===== config.mk =====
export PLATFORM = sky130hd
export DESIGN_NAME = recs_top
export DESIGN_NICKNAME = d
export VERILOG_FILES = /design/src/hdl/recs_pkg.sv /design/src/hdl/recs_err_latch.sv /design/src/hdl/recs_sync.sv /design/src/hdl/recs_top.sv
export SDC_FILE = /design/constraint.sdc
export NUM_CORES = 1
export LEC_CHECK = 0
export BUFFER_PORTS_ARGS = -buffer_cell sky130_fd_sc_hd__buf_2
export CAP_MARGIN = 0
export CORE_MARGIN = 4
export CORE_UTILIZATION = 40
export CTS_CLUSTER_SIZE = 24
export DETAILED_ROUTE_END_ITERATION = 16
export HOLD_SLACK_MARGIN = 0.02
export PLACE_DENSITY = 0.65
export SETUP_SLACK_MARGIN = 0.3
export SYNTH_ARGS = -nofsm -noshare
export SYNTH_HDL_FRONTEND = slang
export SYNTH_SLANG_ARGS = --single-unit

===== constraint.sdc =====
create_clock -name i_mclk -period 1.6 [get_ports i_mclk]
set_clock_uncertainty 0.2 [all_clocks]
set_input_delay 0 -clock i_mclk [delete_from_list [all_inputs] [get_ports i_mclk]]
set_output_delay 0 -clock i_mclk [all_outputs]
set_load 0.01 [all_outputs]

===== src/hdl/recs_pkg.sv =====
// constants and carrier types for the receiver error and status buffer control bank
// Summary of operation
// (RULE1) each error enable bit gates the same-position bit of the error flags register
// (RULE2) enabled error shows in flags, on the error pin and in the interrupt request
// (RULE3) enabled error acts on current sample: hold previous or replace, per hold setting
// (RULE4) disabled error stays out of flags, pin, interrupt and sample handling
// (RULE5) subcode and channel-status checksum errors never alter the audio sample
// (RULE6) error enable register resets to all zeros
// (RULE7) buffer select 0 maps buffer space to channel status, 1 to user data
// (RULE8) protect 0 lets D-to-E overwrite first 5 status bytes, 1 preserves them
// (RULE9) D-to-E inhibit 1 blocks channel-status D-to-E transfers, 0 allows them
// (RULE10) channel select picks A or B status for flag pin, summary and one-byte reads
// (RULE11) enabled errors latch high; a flags read clears them unless source still active
package recs_pkg;
    localparam logic [6:0] ADDR_CS_SUMMARY = 7'h0f;
    localparam logic [6:0] ADDR_ERR_FLAGS = 7'h10;
    localparam logic [6:0] ADDR_ERR_ENABLES = 7'h11;
    localparam logic [6:0] ADDR_BUF_CTRL = 7'h12;
    localparam logic [7:0] ERR_ENABLES_RST = 8'h00;
    localparam logic [7:0] BUF_CTRL_RST = 8'h00;
    localparam logic [7:0] ERR_VALID_MASK = 8'h7f;
    // errors that may touch the sample: all but the two checksum errors
    localparam logic [7:0] ERR_SAMPLE_MASK = 8'h1f;
    localparam logic [7:0] BUF_CTRL_VALID_MASK = 8'h3f;
    localparam int PROTECT_BYTES = 5;
    localparam int SUM_FILTER_FLAG_BIT = 0;

    // field order follows the control register layout, bit 7 first
    typedef struct packed {
        logic [1:0]  reserved;
        logic        buffer_select;
        logic        first_bytes_protect;
        logic        status_d_to_e_inhibit;
        logic        status_e_to_f_inhibit;
        logic        buffer_port_access_width;
        logic        channel_select;
    } recs_ctrl_t;

    typedef struct packed {
        logic       sample_hold;
        logic       sample_replace;
    } recs_sample_t;
endpackage


===== src/hdl/recs_err_latch.sv =====
// sticky error flag bits with read-clear
`timescale 1ns/1ps
`default_nettype none
module recs_err_latch #(
    parameter int WIDTH = 8
) (
    // clock and reset
    input wire logic i_mclk,
    input wire logic i_rst,
    // events
    input wire logic [WIDTH-1:0] i_src,
    input wire logic [WIDTH-1:0] i_enable,
    input wire logic i_rd_clear,
    // state
    output logic [WIDTH-1:0] o_flags
);
    if (WIDTH < 1)
    begin : g_bad_width
        $error("width must be positive");
    end

    logic [WIDTH-1:0] flags_ff;
    wire logic [WIDTH-1:0] gated_src = i_src & i_enable; // RULE1
    genvar g;
    generate
        for (g = 0; g < WIDTH; g++)
        begin : g_bit
            always_ff @(posedge i_mclk)
            begin
                if (i_rst)
                    flags_ff[g] <= 1'b0;
                else if (gated_src[g]) // RULE11
                    flags_ff[g] <= 1'b1;
                else if (i_rd_clear || !i_enable[g]) // RULE4
                    flags_ff[g] <= 1'b0;
            end
        end
    endgenerate
    assign o_flags = flags_ff;
endmodule
`default_nettype wire


===== src/hdl/recs_sync.sv =====
// two-stage synchroniser for external error sources
`timescale 1ns/1ps
`default_nettype none
module recs_sync #(
    parameter int WIDTH = 8
) (
    // clock and reset
    input wire logic i_mclk,
    input wire logic i_rst,
    // data
    input wire logic [WIDTH-1:0] i_async,
    output logic [WIDTH-1:0] o_sync
);
    logic [WIDTH-1:0] meta_ff;
    logic [WIDTH-1:0] sync_ff;
    always_ff @(posedge i_mclk)
    begin
        if (i_rst)
        begin
            meta_ff <= '0;
            sync_ff <= '0;
        end
        else
        begin
            meta_ff <= i_async;
            sync_ff <= meta_ff;
        end
    end
    assign o_sync = sync_ff;
endmodule
`default_nettype wire


===== src/hdl/recs_top.sv =====
// receiver error enables, error flags and channel-status buffer control bank
`timescale 1ns/1ps
`default_nettype none
module recs_top #(
    parameter int ADDR_W = 7,
    parameter int DATA_W = 8
) (
    // clock and reset
    input wire logic i_mclk,
    input wire logic i_rst,
    // control port register access
    input wire logic i_wr,
    input wire logic i_rd,
    input wire logic [ADDR_W-1:0] i_addr,
    input wire logic [DATA_W-1:0] i_wdata,
    output logic [DATA_W-1:0] o_rdata,
    // receiver error sources, level, from the receiver domain
    input wire logic [6:0] i_err_src,
    // received channel status summaries per channel
    input wire logic [DATA_W-1:0] i_cs_summary_a,
    input wire logic [DATA_W-1:0] i_cs_summary_b,
    // audio sample handling
    input wire logic i_hold_mode,
    input wire logic i_sample_strobe,
    output logic o_sample_hold,
    output logic o_sample_replace,
    // pins and interrupt
    output logic o_receiver_error_pin,
    output logic o_receiver_error_irq,
    output logic o_filter_flag_pin,
    // buffer controls to the buffer logic
    output logic o_buffer_select,
    output logic o_first_bytes_protect,
    output logic o_status_d_to_e_inhibit,
    output logic o_status_e_to_f_inhibit,
    output logic o_buffer_port_access_width,
    output logic o_channel_select,
    output logic [3:0] o_protect_count
);
    if (ADDR_W != 7)
    begin : g_bad_addr_w
        $error("address width must be 7");
    end
    if (DATA_W != 8)
    begin : g_bad_data_w
        $error("data width must be 8");
    end

    ////////////////////////////////////////////////////////////////////////////////
    // registers
    logic [7:0] enables_ff;
    logic [7:0] buf_ctrl_ff;
    logic [7:0] rdata_ff;
    recs_pkg::recs_sample_t sample_ff;
    logic [6:0] err_sync;
    logic [7:0] flags;

    wire logic sel_flags = (i_addr == recs_pkg::ADDR_ERR_FLAGS);
    wire logic sel_enables = (i_addr == recs_pkg::ADDR_ERR_ENABLES);
    wire logic sel_buf = (i_addr == recs_pkg::ADDR_BUF_CTRL);
    wire logic sel_sum = (i_addr == recs_pkg::ADDR_CS_SUMMARY);
    wire logic rd_flags = i_rd && sel_flags;

    always_ff @(posedge i_mclk)
    begin
        if (i_rst)
            enables_ff <= recs_pkg::ERR_ENABLES_RST; // RULE6
        else if (i_wr && sel_enables)
            enables_ff <= i_wdata & recs_pkg::ERR_VALID_MASK;
    end

    always_ff @(posedge i_mclk)
    begin
        if (i_rst)
            buf_ctrl_ff <= recs_pkg::BUF_CTRL_RST;
        else if (i_wr && sel_buf)
            buf_ctrl_ff <= i_wdata & recs_pkg::BUF_CTRL_VALID_MASK;
    end

    ////////////////////////////////////////////////////////////////////////////////
    // error path
    recs_sync #(
        .WIDTH(7)
    ) u_sync (
        .i_mclk(i_mclk),
        .i_rst(i_rst),
        .i_async(i_err_src),
        .o_sync(err_sync)
    );

    // flags clear on the read strobe; a set in the same cycle wins
    recs_err_latch #(
        .WIDTH(8)
    ) u_latch (
        .i_mclk(i_mclk),
        .i_rst(i_rst),
        .i_src({1'b0, err_sync}),
        .i_enable(enables_ff),
        .i_rd_clear(rd_flags),
        .o_flags(flags)
    );

    wire logic [7:0] live_err = {1'b0, err_sync} & enables_ff; // RULE2
    wire logic sample_err = |(live_err & recs_pkg::ERR_SAMPLE_MASK); // RULE3 RULE5
    wire recs_pkg::recs_ctrl_t ctrl = recs_pkg::recs_ctrl_t'(buf_ctrl_ff);
    wire logic summary_mux = ctrl.channel_select;
    wire logic [7:0] summary = summary_mux ? i_cs_summary_b : i_cs_summary_a; // RULE10

    always_ff @(posedge i_mclk)
    begin
        if (i_rst)
            sample_ff <= '0;
        else if (i_sample_strobe)
        begin
            // decision per sample from the live error level at the strobe, so an error gone before the strobe does not affect that sample
            sample_ff.sample_hold <= sample_err && i_hold_mode; // RULE3
            sample_ff.sample_replace <= sample_err && !i_hold_mode; // RULE3
        end
    end

    ////////////////////////////////////////////////////////////////////////////////
    // read data
    wire logic [7:0] rd_mux = sel_flags ? (flags & recs_pkg::ERR_VALID_MASK) :
                              sel_enables ? enables_ff :
                              sel_buf ? buf_ctrl_ff :
                              sel_sum ? summary : 8'h00;

    always_ff @(posedge i_mclk)
    begin
        if (i_rst)
            rdata_ff <= 8'h00;
        else if (i_rd)
            rdata_ff <= rd_mux;
    end

    ////////////////////////////////////////////////////////////////////////////////
    // outputs
    assign o_rdata = rdata_ff;
    assign o_receiver_error_pin = |flags; // RULE2
    assign o_receiver_error_irq = |flags; // RULE2
    assign o_sample_hold = sample_ff.sample_hold;
    assign o_sample_replace = sample_ff.sample_replace;
    assign o_filter_flag_pin = summary[recs_pkg::SUM_FILTER_FLAG_BIT]; // RULE10
    assign o_buffer_select = ctrl.buffer_select; // RULE7
    assign o_first_bytes_protect = ctrl.first_bytes_protect; // RULE8
    // protected byte count handed to the buffer transfer logic
    assign o_protect_count = ctrl.first_bytes_protect ? 4'(recs_pkg::PROTECT_BYTES) : 4'h0; // RULE8
    assign o_status_d_to_e_inhibit = ctrl.status_d_to_e_inhibit; // RULE9
    assign o_status_e_to_f_inhibit = ctrl.status_e_to_f_inhibit;
    assign o_buffer_port_access_width = ctrl.buffer_port_access_width;
    assign o_channel_select = summary_mux; // RULE10
endmodule
`default_nettype wire


==> results.cfg <==
[route]
viasPerCell = 5.35
drtIter0Drc = 181
finalWirelength_um = 6240
ant_nets = 0
drc = 0
wl_per_cell_um = 15.7
vias = 2128
dr.pass1.iters = 4

[power_and_ir_drop]
p_per_area_nw_per_um2 = 741
ir_worst_vdd_uv = 466
leakage_nw = 1.22

[critical_path]
critPathMaxFanout = 5
cp.arrival_ps = 1240
worstPathRequired_ps = 1400
reg2regPathDepth = 4
critPathLaunchType = register
critPathKind = reg2out
endpoint_kind = primary output

[synth]
synth_edf_count = 0
synthMuxAreaShare_pct = 4.31
synth-simple-area-share_pct = 23.7
synth_compound_area_share_pct = 21.5
synthAdderAreaFrac_pct = 0
synth_top_area_cell = dfxtp_1
syn_avg_cell_area_um2 = 9.25
async_reset_ff_share_pct = 0
synthTopCellsByArea = dfxtp_1 (42%), nor2b_1 (6.0%), a21oi_1 (5.5%)
synth_most_common_cell = dfxtp_1
synth_top_area_share_pct = 42.2
synth_seq_cells = 44
syn_area_um2 = 2090
synth_xor_area_share_pct = 0
yosysWarnings = 0
synth_cell_types = 36
yosysSeqAreaShare_pct = 42.2
syn_inst = 226
synth_top_family_by_area = simple AND/OR/NAND/NOR gates
netlist_top_cells_count = dfxtp_1 (44), a21oi_1 (23), nor2b_1 (20)
synth_ff_type = dfxtp_1

[cells_and_area]
drive_gt1_share_pct = 38.1
antenna_cells = 0
fillers = 437
finalNonFillerCells = 398
area_delta_synth_final_pct = 49.3
nets = 371

[sta]
fin_crit_ps = 1440
clock.fmax_mhz = 695
hold_violations = 2
fin_ws_ps = 160
rsz0062_at_grt = true
setup_tns_ps = 0
setup_viol_count_final = 0
hold-worst-slack_ps = -62.1
drv_slew = 0
finalCritPeriodShare_pct = 90.0

[floorplan]
io_pins = 67
start_util_pct = 41.2
rows = 26
die_x_um = 80.3
die-area_um2 = 6440
coreArea_um2 = 5070
die_h_um = 80.3

[clock_network]
worstSkewPairLatency_ps = 300
path_clk_slew_ps = 90
cts_tree = built
cts_max_level = 2
cts_buffers = 5
ctsHoldBuffers = 33
cts_sinks = 44
cts_buffer_depth = 2
cts_root_buf = clkbuf_8

[placed_design]
hpwl_um = 3970
gp_congestion = 0.838
dp_slack_ps = 2.47
placedCellCount = 352
portBuffers = 63

[worst_hold_path]
whs_path_depth = 4
hp-class = in2reg

[global_routing]
grtUsageMet2_pct = 32.4
grt_max_degree = 45
grt-busiest-layer = met2
use_met1_pct = 24.8
grtUsageTotal_pct = 19.7
grt_pass1_wl_um = 9920
antenna_found_initial = 0
grt_pass1_vias = 2092
globalRouteMet3Util_pct = 3.48
global_route.overflow_total = 0

[outcome]
outcome = finished with violations
violations = negative hold slack

[flow_run]
maxCapViolations = 0
[where the power goes]
part	total, mW	internal (mW)	switching (mW)
Clock	0.904	0.511	0.393
Sequential	1.12	1.11	0.00612
Combinational	0.292	0.157	0.134
[final cells by class]
type	count	area [µm²]	share of cell area, %
Clock inverter	2	38.8	1.24
Tap cell	70	87.6	2.81
Sequential cell	44	888	28.5
Multi-Input combinational cell	149	1150	36.9
Timing Repair Buffer	117	835	26.8
Inverter	10	37.5	1.20
Clock buffer	6	82.6	2.65
[kinds of logic (layout without fill, tap and decap cells)]
| family | after synthesis | count (layout) |
|---|---|---|
| AOI/OAI and AO/OA | 67 | 67 |
| buffers and inverters | 34 | 135 |
| DFF | 44 | 44 |
| muxes | 8 | 8 |
| and+or+nand+nor | 72 | 72 |
| other | 1 | 2 |
[placed cells by master (no fill, tap or decap), types with 2 or more instances in the layout]
cell           count
buf_4             20
o221ai_1           6
buf_2             61
inv_1              9
o21ai_1            5
nor4b_2            3
a41oi_1            6
a22oi_1            2
nand2b_1           8
a22oi_2            5
nand3_1            7
dfxtp_1           40
nand4b_1           6
mux2_4             7
o31ai_1           14
conb_1             2
or3b_2             2
nor2b_1           20
or4b_4             2
nand4_1            8
clkbuf_8           6
nand2_1            6
buf_12             2
dfxtp_2            3
dlygate4sd3_1     32
a21oi_1           23
[timing repair]
item | in CTS | in global routing
endpoints found under the setup margin | 13 | 15
endpoints found under the hold margin | 30 | 2
gates resized for setup | 4 | 20
pin swaps | 3 | 6
buffers inserted | 4 | 2
[routing by layer]
metal | up-vias | share of wire [%] | routed length (µm)
met2 | 99 | 49 | 3070
li1 | 1038 | - | -
met5 | - | 0 | 0
met3 | 15 | 7.6 | 477
met4 | 0 | 2.8 | 175
met1 | 976 | 40 | 2520
[sequential cells by signal, summed over array words and instances (netlist names)]
register          count
u_sync.meta_ff        7
u_latch.o_flags       7
enables_ff            7
o_rdata               8
o_sample_hold         1
o_sample_replace      1
u_sync.o_sync         7
buf_ctrl_ff           6
[critical path, cell delays in order, from the launching register on]
cell and delay (ps):
dfxtp_4 370, buf_12 130, mux2_4 310, buf_6 120
[final timing paths]
| path | endpoint | startpoint | slack [ps] |
|---|---|---|---|
| hold reg to reg | u_latch.o_flags[5] | u_sync.o_sync[5] | 220 |
| setup / recovery | o_filter_flag_pin | buf_ctrl_ff[0] | 160 |
| setup reg to reg | o_rdata[6] | buf_ctrl_ff[0] | 170 |
| hold / removal | o_rdata[7] | i_addr[5] | -60 |
[per-stage QoR]
| stage | cell area, µm² | util (%) | power (mW) | hold slack [ps] |
|---|---|---|---|---|
| final | 3120 | 61.5 | 2.31 | -62.1 |
| after global routing | 3120 | 61.5 | 2.41 | -36.2 |
| after global placement | 2520 | 49.7 | 1.35 | 6.24 |
| after CTS | 3020 | 59.4 | 2.31 | -131 |
| after detailed placement | 2520 | 49.7 | 1.35 | 13.5 |
| after floorplan | 2130 | - | 1.26 | -71.8 |
Note: power is estimated with default switching activity, not from simulation.
